$ cat config.mk
export PLATFORM = sky130hd
export DESIGN_NAME = adctc_top
export DESIGN_NICKNAME = d
export VERILOG_FILES = /design/src/design/adctc_pkg.sv /design/src/design/adctc_sync_if.sv /design/src/design/adctc_top.sv /design/src/design/adctc_pin_sync.sv
export SDC_FILE = /design/constraint.sdc
export NUM_CORES = 1
export LEC_CHECK = 0
export BUFFER_PORTS_ARGS = -buffer_cell sky130_fd_sc_hd__buf_4
export CAP_MARGIN = 20
export CORE_MARGIN = 5
export CORE_UTILIZATION = 55
export CTS_CLUSTER_DIAMETER = 60
export CTS_CLUSTER_SIZE = 30
export DETAILED_ROUTE_END_ITERATION = 8
export GPL_ROUTABILITY_DRIVEN = 0
export PLACE_DENSITY = 0.84
export SLEW_MARGIN = 25
export SYNTH_ARGS = -nofsm -noshare
export SYNTH_HDL_FRONTEND = slang
export SYNTH_SLANG_ARGS = --single-unit
$ cat constraint.sdc
create_clock -name clk_sys -period 2.8 [get_ports clk_sys]
set_clock_uncertainty 0.05 [all_clocks]
set_input_delay 0.28 -clock clk_sys [delete_from_list [all_inputs] [get_ports clk_sys]]
set_output_delay 0.28 -clock clk_sys [all_outputs]
set_load 0.01 [all_outputs]
$ cat src/design/adctc_pkg.sv
package adctc_pkg;

  // ****************************************
  // Widths.
  // ****************************************
  localparam int ADDR_W = 4;
  localparam int DATA_W = 8;
  localparam int RES_W  = 12;
  localparam int CH_W   = 4;
  localparam int MODE_W = 3;

  // ****************************************
  // I/O port offsets.
  // ****************************************
  localparam logic [ADDR_W-1:0] OFS_RES_LO  = 4'h4;
  localparam logic [ADDR_W-1:0] OFS_RES_HI  = 4'h5;
  localparam logic [ADDR_W-1:0] OFS_IRQ_CLR = 4'h8;
  localparam logic [ADDR_W-1:0] OFS_CHAN    = 4'ha;
  localparam logic [ADDR_W-1:0] OFS_MODE    = 4'hb;
  localparam logic [ADDR_W-1:0] OFS_SWTRIG  = 4'hc;

  // ****************************************
  // Field positions.
  // ****************************************
  localparam int READY_BIT = 4;
  localparam int RES_HI_W  = 4;

  // ****************************************
  // Mode codes.
  // ****************************************
  localparam logic [MODE_W-1:0] MODE_OFF      = 3'h0;
  localparam logic [MODE_W-1:0] MODE_SW_POLL  = 3'h1;
  localparam logic [MODE_W-1:0] MODE_TRIG_DMA = 3'h2;
  localparam logic [MODE_W-1:0] MODE_TRIG_IRQ = 3'h6;

  // ****************************************
  // Values after reset.
  // ****************************************
  localparam logic [CH_W-1:0]   CHAN_RST  = 4'h0;
  localparam logic [MODE_W-1:0] MODE_RST  = 3'h0;
  localparam logic [RES_W-1:0]  RES_RST   = 12'h000;
  localparam logic              READY_RST = 1'b1;

  typedef enum {ST_IDLE, ST_CONV, ST_DMA_LO, ST_DMA_HI} adctc_state_e;

endpackage

$ cat src/design/adctc_sync_if.sv
`timescale 1ns/1ps
interface adctc_sync_if;
  logic level;
  logic rise;
  modport src (output level, output rise);
  modport dst (input level, input rise);
endinterface

$ cat src/design/adctc_top.sv
`timescale 1ns/1ps
// Notes on behaviour
// - Write-only channel register at 0xA, low nibble
// - Single-ended: four bits pick sixteen inputs
// - Differential: three bits pick eight pairs
// - Write-only mode register at 0xB, three bits
// - Internal jumper, code zero disables everything
// - External jumper: 0/1 off, 2 DMA, 6 interrupt
// - Code one: software trigger, polled transfer
// - Code six: pacer trigger, interrupt transfer
// - Code two: pacer trigger, DMA transfer
// - Trigger stage then transfer stage per conversion
// - Pacer mode starts conversion on each tick while idle
// - Code one: any write to 0xC while idle starts one conversion
// - Ready flag sits in result high byte
// - Ready is one until conversion completes
// - Result low byte 0x4, high nibble 0x5
// - Code six: interrupt pending set per conversion, cleared 0x8
// - DMA mode issues two requests per conversion
module adctc_top
  import adctc_pkg::*;
(
  // Clock and reset.
  input  wire logic                clk_sys,
  input  wire logic                sys_rst,
  // Host I/O port.
  input  wire logic [ADDR_W-1:0]   io_addr,
  input  wire logic                io_wr_stb,
  input  wire logic                io_rd_stb,
  input  wire logic [DATA_W-1:0]   io_wdata,
  output logic      [DATA_W-1:0]   io_rdata,
  // Jumper straps and trigger pins.
  input  wire logic                trigger_source_jumper,
  input  wire logic                input_wiring_jumper,
  input  wire logic                ext_trigger_pin,
  input  wire logic                pacer_tick,
  // Converter.
  output logic                     conv_start,
  output logic      [CH_W-1:0]     conv_channel,
  input  wire logic                conv_done,
  input  wire logic [RES_W-1:0]    conv_result,
  // Interrupt and DMA.
  output logic                     irq_req,
  output logic                     dma_req,
  input  wire logic                dma_ack,
  output logic      [DATA_W-1:0]   dma_data
);

  // ****************************************
  // Pin synchronisers.
  // ****************************************
  adctc_sync_if ext_if ();
  adctc_sync_if src_if ();
  adctc_sync_if wir_if ();

  adctc_pin_sync u_ext_sync (
    .clk_sys (clk_sys),
    .sys_rst (sys_rst),
    .pin_in  (ext_trigger_pin),
    .sync    (ext_if.src)
  );

  adctc_pin_sync u_src_sync (
    .clk_sys (clk_sys),
    .sys_rst (sys_rst),
    .pin_in  (trigger_source_jumper),
    .sync    (src_if.src)
  );

  adctc_pin_sync u_wir_sync (
    .clk_sys (clk_sys),
    .sys_rst (sys_rst),
    .pin_in  (input_wiring_jumper),
    .sync    (wir_if.src)
  );

  // ****************************************
  // State.
  // ****************************************
  logic [CH_W-1:0]   chan_reg;
  logic [CH_W-1:0]   chan_next;
  logic [MODE_W-1:0] mode_reg;
  logic [MODE_W-1:0] mode_next;
  logic [RES_W-1:0]  result_reg;
  logic [RES_W-1:0]  result_next;
  logic              ready_reg;
  logic              ready_next;
  logic              irq_pend_reg;
  logic              irq_pend_next;
  logic              start_reg;
  logic              start_next;
  logic [DATA_W-1:0] rdata_reg;
  logic [DATA_W-1:0] rdata_next;
  logic [DATA_W-1:0] dma_data_reg;
  logic [DATA_W-1:0] dma_data_next;
  adctc_state_e      state_reg;
  adctc_state_e      state_next;

  // ****************************************
  // Mode decode.
  // ****************************************
  logic ext_sel;
  logic sw_en;
  logic pacer_en;
  logic ext_en;
  logic irq_en;
  logic dma_en;
  logic wr_chan;
  logic wr_mode;
  logic wr_trig;
  logic wr_clr;
  logic trig_evt;
  logic done_evt;

  always_comb begin
    ext_sel  = src_if.level;
    wr_chan  = io_wr_stb && (io_addr == OFS_CHAN);
    wr_mode  = io_wr_stb && (io_addr == OFS_MODE);
    wr_trig  = io_wr_stb && (io_addr == OFS_SWTRIG);
    wr_clr   = io_wr_stb && (io_addr == OFS_IRQ_CLR);
    // Codes not in the table leave every source and transfer disabled.
    sw_en    = !ext_sel && (mode_reg == MODE_SW_POLL);
    pacer_en = !ext_sel && ((mode_reg == MODE_TRIG_DMA) ||
                            (mode_reg == MODE_TRIG_IRQ));
    ext_en   = ext_sel && ((mode_reg == MODE_TRIG_DMA) ||
                           (mode_reg == MODE_TRIG_IRQ));
    irq_en   = (pacer_en || ext_en) && (mode_reg == MODE_TRIG_IRQ);
    dma_en   = (pacer_en || ext_en) && (mode_reg == MODE_TRIG_DMA);
    trig_evt = (sw_en && wr_trig) ||
               (pacer_en && pacer_tick) ||
               (ext_en && ext_if.rise);
    done_evt = (state_reg == ST_CONV) && conv_done;
  end

  // ****************************************
  // Registers and transfer sequence.
  // ****************************************
  always_comb begin
    chan_next     = chan_reg;
    mode_next     = mode_reg;
    result_next   = result_reg;
    ready_next    = ready_reg;
    irq_pend_next = irq_pend_reg;
    start_next    = 1'b0;
    rdata_next    = rdata_reg;
    dma_data_next = dma_data_reg;
    state_next    = state_reg;
    if (wr_chan) begin
      chan_next = io_wdata[CH_W-1:0];
    end
    if (wr_mode) begin
      mode_next = io_wdata[MODE_W-1:0];
    end
    if (wr_clr) begin
      irq_pend_next = 1'b0;
    end
    if (io_rd_stb) begin
      case (io_addr)
        OFS_RES_LO: rdata_next = result_reg[DATA_W-1:0];
        OFS_RES_HI: rdata_next = {3'h0, ready_reg, result_reg[RES_W-1:DATA_W]};
        default:    rdata_next = 8'h00;
      endcase
    end
    case (state_reg)
      ST_IDLE: begin
        if (trig_evt) begin
          start_next = 1'b1;
          ready_next = 1'b1;
          state_next = ST_CONV;
        end
      end
      ST_CONV: begin
        // Further triggers fall through here and are dropped.
        if (done_evt) begin
          result_next = conv_result;
          ready_next  = 1'b0;
          if (irq_en) begin
            irq_pend_next = 1'b1;
          end
          if (dma_en) begin
            dma_data_next = conv_result[DATA_W-1:0];
            state_next    = ST_DMA_LO;
          end else begin
            state_next = ST_IDLE;
          end
        end
      end
      ST_DMA_LO: begin
        if (dma_ack) begin
          dma_data_next = {4'h0, result_reg[RES_W-1:DATA_W]};
          state_next    = ST_DMA_HI;
        end
      end
      ST_DMA_HI: begin
        if (dma_ack) begin
          state_next = ST_IDLE;
        end
      end
      default: state_next = ST_IDLE;
    endcase
  end

  always_ff @(posedge clk_sys or posedge sys_rst) begin
    if (sys_rst) begin
      chan_reg     <= CHAN_RST;
      mode_reg     <= MODE_RST;
      result_reg   <= RES_RST;
      ready_reg    <= READY_RST;
      irq_pend_reg <= 1'b0;
      start_reg    <= 1'b0;
      rdata_reg    <= 8'h00;
      dma_data_reg <= 8'h00;
      state_reg    <= ST_IDLE;
    end else begin
      chan_reg     <= chan_next;
      mode_reg     <= mode_next;
      result_reg   <= result_next;
      ready_reg    <= ready_next;
      irq_pend_reg <= irq_pend_next;
      start_reg    <= start_next;
      rdata_reg    <= rdata_next;
      dma_data_reg <= dma_data_next;
      state_reg    <= state_next;
    end
  end

  // ****************************************
  // Outputs.
  // ****************************************
  // The top select bit is forced low in differential wiring.
  assign conv_channel = wir_if.level ? {1'b0, chan_reg[CH_W-2:0]}
                                     : chan_reg;
  assign conv_start   = start_reg;
  assign io_rdata     = rdata_reg;
  assign irq_req      = irq_pend_reg;
  assign dma_req      = (state_reg == ST_DMA_LO) || (state_reg == ST_DMA_HI);
  assign dma_data     = dma_data_reg;
endmodule

$ cat src/design/adctc_pin_sync.sv
`timescale 1ns/1ps
module adctc_pin_sync (
  // Clock and reset.
  input  wire logic   clk_sys,
  input  wire logic   sys_rst,
  // Asynchronous pin.
  input  wire logic   pin_in,
  // Synchronised level and rising-edge pulse.
  adctc_sync_if.src   sync
);

  logic meta_reg;
  logic meta_next;
  logic sync_reg;
  logic sync_next;
  logic prev_reg;
  logic prev_next;

  always_comb begin
    meta_next = pin_in;
    sync_next = meta_reg;
    prev_next = sync_reg;
  end

  always_ff @(posedge clk_sys or posedge sys_rst) begin
    if (sys_rst) begin
      meta_reg <= 1'b0;
      sync_reg <= 1'b0;
      prev_reg <= 1'b0;
    end else begin
      meta_reg <= meta_next;
      sync_reg <= sync_next;
      prev_reg <= prev_next;
    end
  end

  assign sync.level = sync_reg;
  assign sync.rise  = sync_reg & ~prev_reg;

endmodule

* After elaboration in Yosys (flattened, before gate mapping)
Index checks and enable logic that the tools add are counted.
** Operators by class
- Magnitude comparators :: 0
- Divide/modulo/power cells :: 0
- Mux-type cells :: 21
- Multipliers :: 0
- Reduce and logical (&&, ||, !) cells :: 26
- Bitwise logic cells :: 2
- Shifts and indexed selects :: 0
- $add $sub $neg :: 0
- Equality and inequality tests :: 20
** Operator list (number)
- 32-bit two-way mux :: 4
- 32-bit case mux with 4 select lines :: 1
- 32-bit by 2-bit == test with 1-bit output (second input constant) :: 3
- 32-bit by 3-bit == test with 1-bit output (second input constant) :: 2
- 32-bit by 1-bit == test with 1-bit output (second input constant) :: 1
- 32-bit zero test :: 1
- 8-bit case mux with 2 select lines :: 2
- 8-bit two-way mux :: 3
- 4-bit == test (second input constant) :: 4
- 1-bit logical AND :: 13
- 2-bit inequality test (second input constant) :: 5
- 4-bit by 3-bit == test with 1-bit output (second input constant) :: 2
- 1-bit two-way mux :: 8
- 4-bit AND reduction :: 2
- 1-bit logical OR :: 5
- 4-bit two-way mux :: 1
- 2-bit nonzero test :: 2
- 3-bit by 1-bit == test with 1-bit output (second input constant) :: 1
- 3-bit by 2-bit == test with 1-bit output (second input constant) :: 1
- 3-bit == test (second input constant) :: 1
- 3-bit AND reduction :: 1
- 2-bit two-way mux :: 1
- 1-bit case mux with 2 select lines :: 1
- 2-bit AND reduction :: 1
- 3 further kinds :: 3
** Word-level totals
- Flip-flop bits (word level) :: 77
- Latch bits :: 0
- Output and inout bits :: 23
- RAM bits :: 0
- Memories :: 0
- Memory bits (read-only) :: 0
- Input bits :: 34

* Longest topological paths before layout
Gate-level depths: netlist of run 1.
- Depth in word-level cells :: 8
- Depth in mapped cells :: 7

* Cells and area by module
From an unflattened synthesis of run 1, not the netlist that was laid out.
** Unflattened totals
- Cell total of the unflattened synthesis :: 181
- Area total of the unflattened synthesis :: 2193.4 sq um
** Modules (own cells, without submodules)
- adctc_top :: cells each 166, area each 1915.6 sq um, instances 1
- adctc_pin_sync :: cells each 5, area each 92.6 sq um, instances 3

* Worst setup path before layout of run 1
No wires, ideal clock.
- Kind :: flip-flop to flip-flop
- Start :: register state_reg[0]
- End :: register dma_data_reg[0] (netlist: dma_data[0])
- Library setup time :: 0.127 ns
- Arrival time :: 1.330 ns
- Path buffers :: 3
- Cell stages (with the launch flop) :: 8
- Clock period less this slack :: 1.507 ns
- Path slack :: 1.293 ns
- Cell sequence :: dfrtp_1 > buf_6 > nand3b_4 > buf_6 > or3_4 > buf_6 > o22ai_2 > nor2_1
** Between the ends
- Longest elaborated chain between the ends :: 4
** RTL lines
- from (decl) :: line adctc_top.sv:96 : adctc_state_e state_reg;
- from (signal assigned) :: line adctc_top.sv:223 : state_reg <= state_next;
- 32-bit by 2-bit == test with 1-bit output :: line adctc_top.sv:132 : done_evt = (state_reg == ST_CONV) && conv_done;
- 1-bit logical AND :: line adctc_top.sv:132
- 2-bit inequality test (no source line)
- 4-bit AND reduction (no source line)
- to (signal assigned) :: line adctc_top.sv:222 : dma_data_reg <= dma_data_next;
- to (decl) :: line adctc_top.sv:94 : logic [DATA_W-1:0] dma_data_reg;
Several ways; a longest one is shown, not always the timed one.
A chain may end at the register's enable or synchronous reset.

* Final worst setup path of run 1
- Start :: register state_reg[0]
- End :: register dma_data_reg[2] (netlist: dma_data[2])
The elaborated chain is that of the path after synthesis.

==> flow_summary.html, run 1 <==
<table>
<tr><th>Metric</th><th>Value</th></tr>
<tr><th colspan="2">Outcome</th></tr>
<tr><td>Outcome</td><td>completed</td></tr>
<tr><th colspan="2">Drt</th></tr>
<tr><td>Detailed-route DRC error count</td><td>0</td></tr>
<tr><td>Wire per inst</td><td>16.0 um</td></tr>
<tr><td>DRC violation total after the first TritonRoute iteration</td><td>74</td></tr>
<tr><td>Via count of the routed design</td><td>1470</td></tr>
<tr><td>1st-pass router iterations</td><td>4</td></tr>
<tr><td>Aggregate routed wire length</td><td>4270 um</td></tr>
<tr><td>Ratio of routed vias to standard cells</td><td>5.51</td></tr>
<tr><td>Final ANT Viol Nets</td><td>0</td></tr>
<tr><th colspan="2">Synth</th></tr>
<tr><td>Area of the mapped netlist</td><td>1980 sq um</td></tr>
<tr><td>Gate count of the mapped netlist</td><td>167</td></tr>
<tr><td>Number of warnings reported in the yosys synthesis log</td><td>0</td></tr>
<tr><td>Mean post-synth cell area</td><td>11.9 sq um</td></tr>
<tr><td>Share of async-settable or async-resettable flops after synthesis</td><td>1.00</td></tr>
<tr><td>Number of flops mapped to enable cells by yosys</td><td>0</td></tr>
<tr><td>Cell types with the highest counts after synthesis</td><td>sky130_fd_sc_hd__dfrtp_1, sky130_fd_sc_hd__mux2_2, sky130_fd_sc_hd__nor2_1, sky130_fd_sc_hd__nand2_1, sky130_fd_sc_hd__o21ai_0</td></tr>
<tr><td>Part of the Yosys area used for sequential elements</td><td>0.594</td></tr>
<tr><td>Most frequently used cell type in the post-synthesis netlist</td><td>sky130_fd_sc_hd__dfrtp_1</td></tr>
<tr><td>Top FF cell, synth</td><td>sky130_fd_sc_hd__dfrtp_1</td></tr>
<tr><td>Nets in the synthesized netlist</td><td>201</td></tr>
<tr><td>Cell types occupying the most area after synthesis</td><td>sky130_fd_sc_hd__dfrtp_1, sky130_fd_sc_hd__mux2_2, sky130_fd_sc_hd__o21ai_0</td></tr>
<tr><td>Post-synthesis register bit count</td><td>47</td></tr>
<tr><td>Leading area contributor after synthesis</td><td>sky130_fd_sc_hd__dfrtp_1</td></tr>
<tr><td>Fraction of post-synthesis cell area in the top cell type by area</td><td>0.581</td></tr>
<tr><td>Number of library cell types mapped by synthesis</td><td>32</td></tr>
<tr><th colspan="2">Timing</th></tr>
<tr><td>Worst Setup Slack, final</td><td>0.982 ns</td></tr>
<tr><td>Setup-failing EPs final</td><td>0</td></tr>
<tr><td>Final period util</td><td>0.649</td></tr>
<tr><td>RSZ-0062 raised after global routing</td><td>false</td></tr>
<tr><td>Achievable clock frequency</td><td>550 MHz</td></tr>
<tr><td>Transition time at the pin with the least slew margin</td><td>0.795 ns</td></tr>
<tr><td>Worst max-slew margin expressed relative to the limit</td><td>0.467</td></tr>
<tr><td>Sum of negative setup slack</td><td>0 ns</td></tr>
<tr><td>Post-layout minimum cycle time</td><td>1.82 ns</td></tr>
<tr><td>Final-report hold violation count</td><td>0</td></tr>
<tr><td>Max Slew Vio Count</td><td>0</td></tr>
<tr><th colspan="2">Clock network</th></tr>
<tr><td>CTS tree</td><td>done</td></tr>
<tr><td>CTS sink cnt</td><td>47</td></tr>
<tr><td>CTS max path bufs</td><td>2</td></tr>
<tr><td>Count of cells resized by post-cts repair</td><td>0</td></tr>
<tr><td>TritonCTS Buffers</td><td>5</td></tr>
<tr><td>Post-CTS repair timing setup buffer count</td><td>0</td></tr>
<tr><td>Clock tree root driver cell</td><td>sky130_fd_sc_hd__clkbuf_4</td></tr>
<tr><td>CTS H-tree lvls</td><td>2</td></tr>
<tr><td>Source-to-sink clock delay at the later pin of the worst-skew pair</td><td>0.36 ns</td></tr>
<tr><td>Clock edge transition at the registers on the reported setup and hold paths</td><td>0.13 ns</td></tr>
<tr><th colspan="2">Cells and area</th></tr>
<tr><td>Fraction of final layout cells with drive strength greater than 1</td><td>0.371</td></tr>
<tr><td>Layout Area Growth over Synthesis</td><td>25.0%</td></tr>
<tr><td>Total number of nets in the final design</td><td>254</td></tr>
<tr><td>Post-layout util</td><td>0.725</td></tr>
<tr><td>Number of flip-flops under the largest register name</td><td>12</td></tr>
<tr><td>N_diodes</td><td>0</td></tr>
<tr><th colspan="2">Placed design</th></tr>
<tr><td>Post-Place Worst Slack</td><td>1.01 ns</td></tr>
<tr><td>DP HPWL</td><td>3210 um</td></tr>
<tr><td>Quantity of I/O buffers inserted on ports</td><td>52</td></tr>
<tr><th colspan="2">Floorplan</th></tr>
<tr><td>Width of the die</td><td>70.0 um</td></tr>
<tr><td>Site row count</td><td>21</td></tr>
<tr><td>Chip Height</td><td>70.0 um</td></tr>
<tr><td>Effective utilization at floorplan</td><td>0.580</td></tr>
<tr><td>DIE AREA</td><td>4900 sq um</td></tr>
<tr><td>Number of primary I/O pins</td><td>57</td></tr>
<tr><td>Core Area</td><td>3420 sq um</td></tr>
<tr><th colspan="2">Critical path</th></tr>
<tr><td>Worst flop-to-flop path endpoint</td><td>dma_data[2]</td></tr>
<tr><td>Internal reg-to-reg setup slack</td><td>0.98 ns</td></tr>
<tr><td>Critical Path Sink Type</td><td>flop</td></tr>
<tr><td>Required time at the worst-slack endpoint</td><td>2.99 ns</td></tr>
<tr><td>Highest net fanout along the worst path</td><td>19</td></tr>
<tr><td>Startpoint type of the worst setup path</td><td>flop</td></tr>
<tr><td>WP data arrival</td><td>2.01 ns</td></tr>
<tr><td>R2r worst-path depth</td><td>4</td></tr>
<tr><td>Type of the worst setup path</td><td>flop to flop</td></tr>
<tr><td>Startpoint of the lowest-slack register-to-register path</td><td>state_reg[0]</td></tr>
<tr><th colspan="2">Worst hold path</th></tr>
<tr><td>Hold Path Stages</td><td>2</td></tr>
<tr><td>Endpoint with the worst hold slack</td><td>result_reg[11]</td></tr>
<tr><td>Hold path startpoint</td><td>conv_result[11]</td></tr>
<tr><td>Worst min path class</td><td>primary input to flop</td></tr>
<tr><th colspan="2">GRT</th></tr>
<tr><td>Initial antenna violation count</td><td>0</td></tr>
<tr><td>Global-route usage over all layers</td><td>0.184</td></tr>
<tr><td>Wire length of the first global-routing pass</td><td>7170 um</td></tr>
<tr><td>Remaining global-route overflow</td><td>0</td></tr>
<tr><td>Vias in the first global route</td><td>1545</td></tr>
<tr><td>Pin count of the biggest net entering global routing</td><td>26</td></tr>
<tr><th colspan="2">Flow run</th></tr>
<tr><td>Reported max-cap violation count</td><td>0</td></tr>
<tr><th colspan="2">Power and ir drop</th></tr>
<tr><td>IR drop worst, VDD</td><td>439 uV</td></tr>
<tr><td>Pwr dens</td><td>809 nW/um^2</td></tr>
<tr><td>Static leakage power</td><td>1.17 nW</td></tr>
</table>
how the worst max path moves through the flow:
stage          slack (ns)    startpoint  depth (start not counted)           to
2_1_floorplan        1.29  state_reg[0]                          7  dma_data[0]
3_3_place_gp         1.07  state_reg[1]                          4  dma_data[3]
4_1_cts              0.99  state_reg[0]                          4  dma_data[3]
6_report             0.98  state_reg[0]                          4  dma_data[2]
5_1_grt              0.88  state_reg[1]                          4  dma_data[2]
3_5_place_dp         1.01  state_reg[1]                          4  dma_data[3]
routing by layer:
layer / global-route usage / part of all wire / wire length, um / vias to the layer above
li1: - / - / - / 690
met1: 0.225 / 0.42 / 1800 / 706
met2: 0.297 / 0.47 / 2020 / 60
met3: 0.0516 / 0.073 / 311 / 14
met4: 0.0936 / 0.033 / 141 / 0
met5: 0 / 0 / 0 / -
kinds of logic after synthesis:
kind of cell | after synthesis | share of synthesized area
buffers and inverters | 20 | 0.0550
and+or+nand+nor | 48 | 0.146
muxes | 15 | 0.0853
xor gates and xnor gates | 1 | 0.00442
AOI/OAI and AO/OA | 36 | 0.115
DFF | 47 | 0.594
worst max-delay path: stages (launching register included):
cell and delay [ns]:
sky130_fd_sc_hd__dfrtp_1 0.58, sky130_fd_sc_hd__nand3b_4 0.29, sky130_fd_sc_hd__or3_4 0.53, sky130_fd_sc_hd__o22ai_1 0.18, sky130_fd_sc_hd__nor2_1 0.06
final cells by class:
type,instances,area (sq um)
clock buffer,7,45.0
clock inverter,1,30.0
fill,261,940
inverter,9,33.8
multi-input combinational,100,694
sequential,47,1180
tap,46,57.6
timing repair buffer,57,438
power breakdown:
part | switching, mW | total (mW) | internal, mW | leakage [nW]
clock network | 0.206 | 0.396 | 0.190 | 0.0395
registers | 0.155 | 1.03 | 0.877 | 0.586
logic | 0.261 | 0.574 | 0.313 | 0.539
total | 0.623 | 2.00 | 1.38 | 1.17
timing repair:
item                       CTS  global route
setup endpoints to repair    0             0
hold endpoints to repair    24             0
hold buffers                 4             0
placed cells by master, fill, tap and decap left out:
| cell type | n |
|---|---|
| sky130_fd_sc_hd__bufinv_16 | 1 |
| sky130_fd_sc_hd__nand3b_4 | 1 |
| sky130_fd_sc_hd__nor2_1 | 12 |
| sky130_fd_sc_hd__o22ai_1 | 3 |
| sky130_fd_sc_hd__a21oi_1 | 8 |
| sky130_fd_sc_hd__a31oi_1 | 1 |
| sky130_fd_sc_hd__o41ai_1 | 1 |
| sky130_fd_sc_hd__nor3_1 | 1 |
| sky130_fd_sc_hd__o21ai_1 | 1 |
| sky130_fd_sc_hd__buf_4 | 53 |
| sky130_fd_sc_hd__clkinv_1 | 1 |
| sky130_fd_sc_hd__nand3_1 | 8 |
| sky130_fd_sc_hd__a22oi_1 | 5 |
| sky130_fd_sc_hd__dfstp_2 | 1 |
| sky130_fd_sc_hd__or3_4 | 1 |
| sky130_fd_sc_hd__nor3b_1 | 1 |
| sky130_fd_sc_hd__nor4_1 | 1 |
| sky130_fd_sc_hd__o31ai_1 | 3 |
| sky130_fd_sc_hd__nor2b_1 | 3 |
| sky130_fd_sc_hd__nor4b_2 | 3 |
| sky130_fd_sc_hd__o22ai_2 | 1 |
| sky130_fd_sc_hd__a221oi_1 | 3 |
| sky130_fd_sc_hd__clkbuf_4 | 5 |
| sky130_fd_sc_hd__inv_1 | 8 |
| sky130_fd_sc_hd__dfrtp_1 | 46 |
| sky130_fd_sc_hd__and4bb_2 | 1 |
| sky130_fd_sc_hd__dlygate4sd3_1 | 4 |
| sky130_fd_sc_hd__and2_1 | 1 |
| sky130_fd_sc_hd__nand2_1 | 10 |
| sky130_fd_sc_hd__nand2b_1 | 3 |
| sky130_fd_sc_hd__nand3b_1 | 2 |
| sky130_fd_sc_hd__o21ai_0 | 10 |
| sky130_fd_sc_hd__clkbuf_1 | 2 |
| sky130_fd_sc_hd__mux2_2 | 15 |
| sky130_fd_sc_hd__xor2_1 | 1 |
stage by stage:
step                      instances  cell area [sq um]  hold WS [ns]  power [mW]
after global placement          255               2360         0.281        1.57
after detailed placement        255               2360         0.285        1.62
after floorplan                 167               1980         0.261        1.39
after global routing            267               2480        0.0827        2.12
final                           267               2480        0.0861        2.00
after CTS                       267               2480        0.0920        2.01
Note: power is estimated with default switching activity, not from simulation.
==> run 2, diff against run 1 <==
--- a/config.mk
+++ b/config.mk
@@ -8,12 +8,12 @@
 export BUFFER_PORTS_ARGS = -buffer_cell sky130_fd_sc_hd__buf_4
 export CAP_MARGIN = 20
 export CORE_MARGIN = 5
-export CORE_UTILIZATION = 55
+export CORE_UTILIZATION = 51
 export CTS_CLUSTER_DIAMETER = 60
 export CTS_CLUSTER_SIZE = 30
 export DETAILED_ROUTE_END_ITERATION = 8
 export GPL_ROUTABILITY_DRIVEN = 0
-export PLACE_DENSITY = 0.84
+export PLACE_DENSITY = 0.79
 export SLEW_MARGIN = 25
 export SYNTH_ARGS = -nofsm -noshare
 export SYNTH_HDL_FRONTEND = slang
==> constraint.sdc (replaced) <==
create_clock -name clk_sys -period 1.7 [get_ports clk_sys]
set_clock_uncertainty 0.05 [all_clocks]
set_input_delay 0.17 -clock clk_sys [delete_from_list [all_inputs] [get_ports clk_sys]]
set_output_delay 0.17 -clock clk_sys [all_outputs]
set_load 0.01 [all_outputs]
==> run 2 against run 1 <==
Effect of this change: sequential power rose by 63%; sequential cell count did not move; worst setup slack got worse by 0.81 ns; design area rose by 2.2%; largest cell class unchanged.
==> flow_summary.html, run 2 (synthesis results as in run 1) <==
<table>
<tr><th>Metric</th><th>Value</th></tr>
<tr><th colspan="2">Cells and area</th></tr>
<tr><td>Final cell area excluding filler cells</td><td>2530 sq um</td></tr>
<tr><td>Post-route non-filler standard cell count</td><td>273</td></tr>
<tr><td>FF/Latch Area</td><td>1180 sq um</td></tr>
<tr><td>Number of flip-flops under the largest register name</td><td>12</td></tr>
<tr><td>Area of the multi-input gates</td><td>694 sq um</td></tr>
<tr><td>Most common cell after layout, fill and taps aside</td><td>sky130_fd_sc_hd__buf_4</td></tr>
<tr><td>Total number of nets in the final design</td><td>258</td></tr>
<tr><td>Layout Area Growth over Synthesis</td><td>27.7%</td></tr>
<tr><td>Count of filler cells inserted in the layout</td><td>299</td></tr>
<tr><td>Fraction of final layout cells with drive strength greater than 1</td><td>0.396</td></tr>
<tr><td>N_diodes</td><td>0</td></tr>
<tr><td>Top library cells by usage in the layout, fill and taps aside</td><td>sky130_fd_sc_hd__buf_4, sky130_fd_sc_hd__dfrtp_1, sky130_fd_sc_hd__mux2_2</td></tr>
<tr><th colspan="2">Drt</th></tr>
<tr><td>Final ANT Viol Nets</td><td>0</td></tr>
<tr><td>Via count of the routed design</td><td>1471</td></tr>
<tr><td>Aggregate routed wire length</td><td>4100 um</td></tr>
<tr><td>Detailed-route DRC error count</td><td>0</td></tr>
<tr><td>DRC violation total after the first TritonRoute iteration</td><td>45</td></tr>
<tr><td>1st-pass router iterations</td><td>4</td></tr>
<tr><td>Wire per inst</td><td>15.0 um</td></tr>
<tr><td>Ratio of routed vias to standard cells</td><td>5.39</td></tr>
<tr><th colspan="2">Timing</th></tr>
<tr><td>Max Slew Vio Count</td><td>0</td></tr>
<tr><td>Worst max-slew margin expressed relative to the limit</td><td>0.682</td></tr>
<tr><td>Achievable clock frequency</td><td>655 MHz</td></tr>
<tr><td>Post-layout minimum cycle time</td><td>1.53 ns</td></tr>
<tr><td>Worst Setup Slack, final</td><td>0.174 ns</td></tr>
<tr><td>Setup-failing EPs final</td><td>0</td></tr>
<tr><td>Sum of negative setup slack</td><td>0 ns</td></tr>
<tr><td>Final period util</td><td>0.897</td></tr>
<tr><td>Transition time at the pin with the least slew margin</td><td>0.476 ns</td></tr>
<tr><td>Fin Hold WS</td><td>0.0509 ns</td></tr>
<tr><td>Final-report hold violation count</td><td>0</td></tr>
<tr><td>RSZ-0062 raised after global routing</td><td>false</td></tr>
<tr><th colspan="2">Critical path</th></tr>
<tr><td>Startpoint of the worst setup timing path</td><td>state_reg[1]</td></tr>
<tr><td>Highest net fanout along the worst path</td><td>7</td></tr>
<tr><td>Critical Path Sink Type</td><td>flop</td></tr>
<tr><td>R2r worst-path depth</td><td>4</td></tr>
<tr><td>Required time at the worst-slack endpoint</td><td>1.88 ns</td></tr>
<tr><td>Critical path endpoint</td><td>dma_data[3]</td></tr>
<tr><td>Startpoint type of the worst setup path</td><td>flop</td></tr>
<tr><td>Type of the worst setup path</td><td>flop to flop</td></tr>
<tr><td>Internal reg-to-reg setup slack</td><td>0.17 ns</td></tr>
<tr><td>Startpoint of the lowest-slack register-to-register path</td><td>state_reg[1]</td></tr>
<tr><td>Worst flop-to-flop path endpoint</td><td>dma_data[3]</td></tr>
<tr><td>WP data arrival</td><td>1.71 ns</td></tr>
<tr><th colspan="2">GRT</th></tr>
<tr><td>Global-route usage over all layers</td><td>0.171</td></tr>
<tr><td>Wire length of the first global-routing pass</td><td>6920 um</td></tr>
<tr><td>Initial antenna violation count</td><td>0</td></tr>
<tr><td>Vias in the first global route</td><td>1541</td></tr>
<tr><td>Remaining global-route overflow</td><td>0</td></tr>
<tr><td>Pin count of the biggest net entering global routing</td><td>29</td></tr>
<tr><th colspan="2">Floorplan</th></tr>
<tr><td>Site row count</td><td>22</td></tr>
<tr><td>Width of the die</td><td>72.3 um</td></tr>
<tr><td>Effective utilization at floorplan</td><td>0.533</td></tr>
<tr><td>Chip Height</td><td>72.3 um</td></tr>
<tr><td>Core Area</td><td>3720 sq um</td></tr>
<tr><td>Number of primary I/O pins</td><td>57</td></tr>
<tr><td>DIE AREA</td><td>5230 sq um</td></tr>
<tr><th colspan="2">Placed design</th></tr>
<tr><td>Number of placed instances, taps included</td><td>261</td></tr>
<tr><td>Post-Place Worst Slack</td><td>0.213 ns</td></tr>
<tr><td>DP HPWL</td><td>3140 um</td></tr>
<tr><td>Placed instance area</td><td>2410 sq um</td></tr>
<tr><td>Quantity of I/O buffers inserted on ports</td><td>52</td></tr>
<tr><th colspan="2">Clock network</th></tr>
<tr><td>CTS tree</td><td>done</td></tr>
<tr><td>Post-CTS repair timing setup buffer count</td><td>0</td></tr>
<tr><td>Source-to-sink clock delay at the later pin of the worst-skew pair</td><td>0.30 ns</td></tr>
<tr><td>TritonCTS Buffers</td><td>5</td></tr>
<tr><td>CTS sink cnt</td><td>47</td></tr>
<tr><td>Clock tree root driver cell</td><td>sky130_fd_sc_hd__clkbuf_8</td></tr>
<tr><td>Clock edge transition at the registers on the reported setup and hold paths</td><td>0.08 ns</td></tr>
<tr><td>CTS H-tree lvls</td><td>2</td></tr>
<tr><td>Hold buffers post-CTS</td><td>4</td></tr>
<tr><td>Count of cells resized by post-cts repair</td><td>0</td></tr>
<tr><td>CTS max path bufs</td><td>2</td></tr>
<tr><th colspan="2">Power and ir drop</th></tr>
<tr><td>Static leakage power</td><td>1.20 nW</td></tr>
<tr><td>Pwr dens</td><td>1310 nW/um^2</td></tr>
<tr><td>IR drop worst, VDD</td><td>675 uV</td></tr>
<tr><th colspan="2">Worst hold path</th></tr>
<tr><td>Worst min path class</td><td>primary input to flop</td></tr>
<tr><td>Hold path startpoint</td><td>conv_result[9]</td></tr>
<tr><th colspan="2">Flow run</th></tr>
<tr><td>Reported max-cap violation count</td><td>0</td></tr>
<tr><th colspan="2">Outcome</th></tr>
<tr><td>Outcome</td><td>completed</td></tr>
</table>
[run 2: cell count changes in the layout (fill, tap and decap cells not counted), sizes merged]
cell | previous run | this run
clkinv | 1 | 3
buf | 53 | 57
clkbuf | 7 | 5
inv | 8 | 9
bufinv | 1 | 0
[run 2: worst max-delay path: stages (launching register included)]
cell	delay, ns
sky130_fd_sc_hd__dfrtp_1	0.45
sky130_fd_sc_hd__buf_4	0.19
sky130_fd_sc_hd__nor4b_2	0.46
sky130_fd_sc_hd__o22ai_1	0.15
sky130_fd_sc_hd__a21oi_1	0.16
[run 2: worst min path at each step]
stage,endpoint,slack (ns),cells past startpoint
finish,result_reg[9],0.05,2
global route,result_reg[10],0.04,2
CTS,result_reg[9],0.05,2
detailed placement,chan_reg[2],0.16,2
global placement,chan_reg[2],0.15,2
floorplan,u_ext_sync.meta_reg,0.15,0
[run 2: final cells by class]
type,count,share of cell area
Sequential cell,47,0.465
Multi-Input combinational cell,100,0.274
Timing Repair Buffer,61,0.190
Clock buffer,5,0.0272
Tap cell,48,0.0237
Inverter,9,0.0134
Clock inverter,3,0.00593
[run 2: routing by layer]
layer  vias up  track usage  wire [um]
li1        698            -          -
met1       721        0.205       1690
met2        44        0.289       2020
met3         8       0.0582        326
met4         0       0.0501         53
met5         -            0          0
[run 2: per-stage QoR]
stage,util,total power [mW]
after floorplan,-,2.30
after global placement,0.647,2.63
after detailed placement,0.647,2.70
after CTS,0.681,3.33
after global routing,0.681,3.53
final,0.681,3.31
[run 2: power by group]
part | total [mW] | switching, mW | internal (mW)
Clock | 0.626 | 0.345 | 0.281
Sequential | 1.68 | 0.236 | 1.45
Combinational | 0.997 | 0.448 | 0.549
Total | 3.31 | 1.03 | 2.28
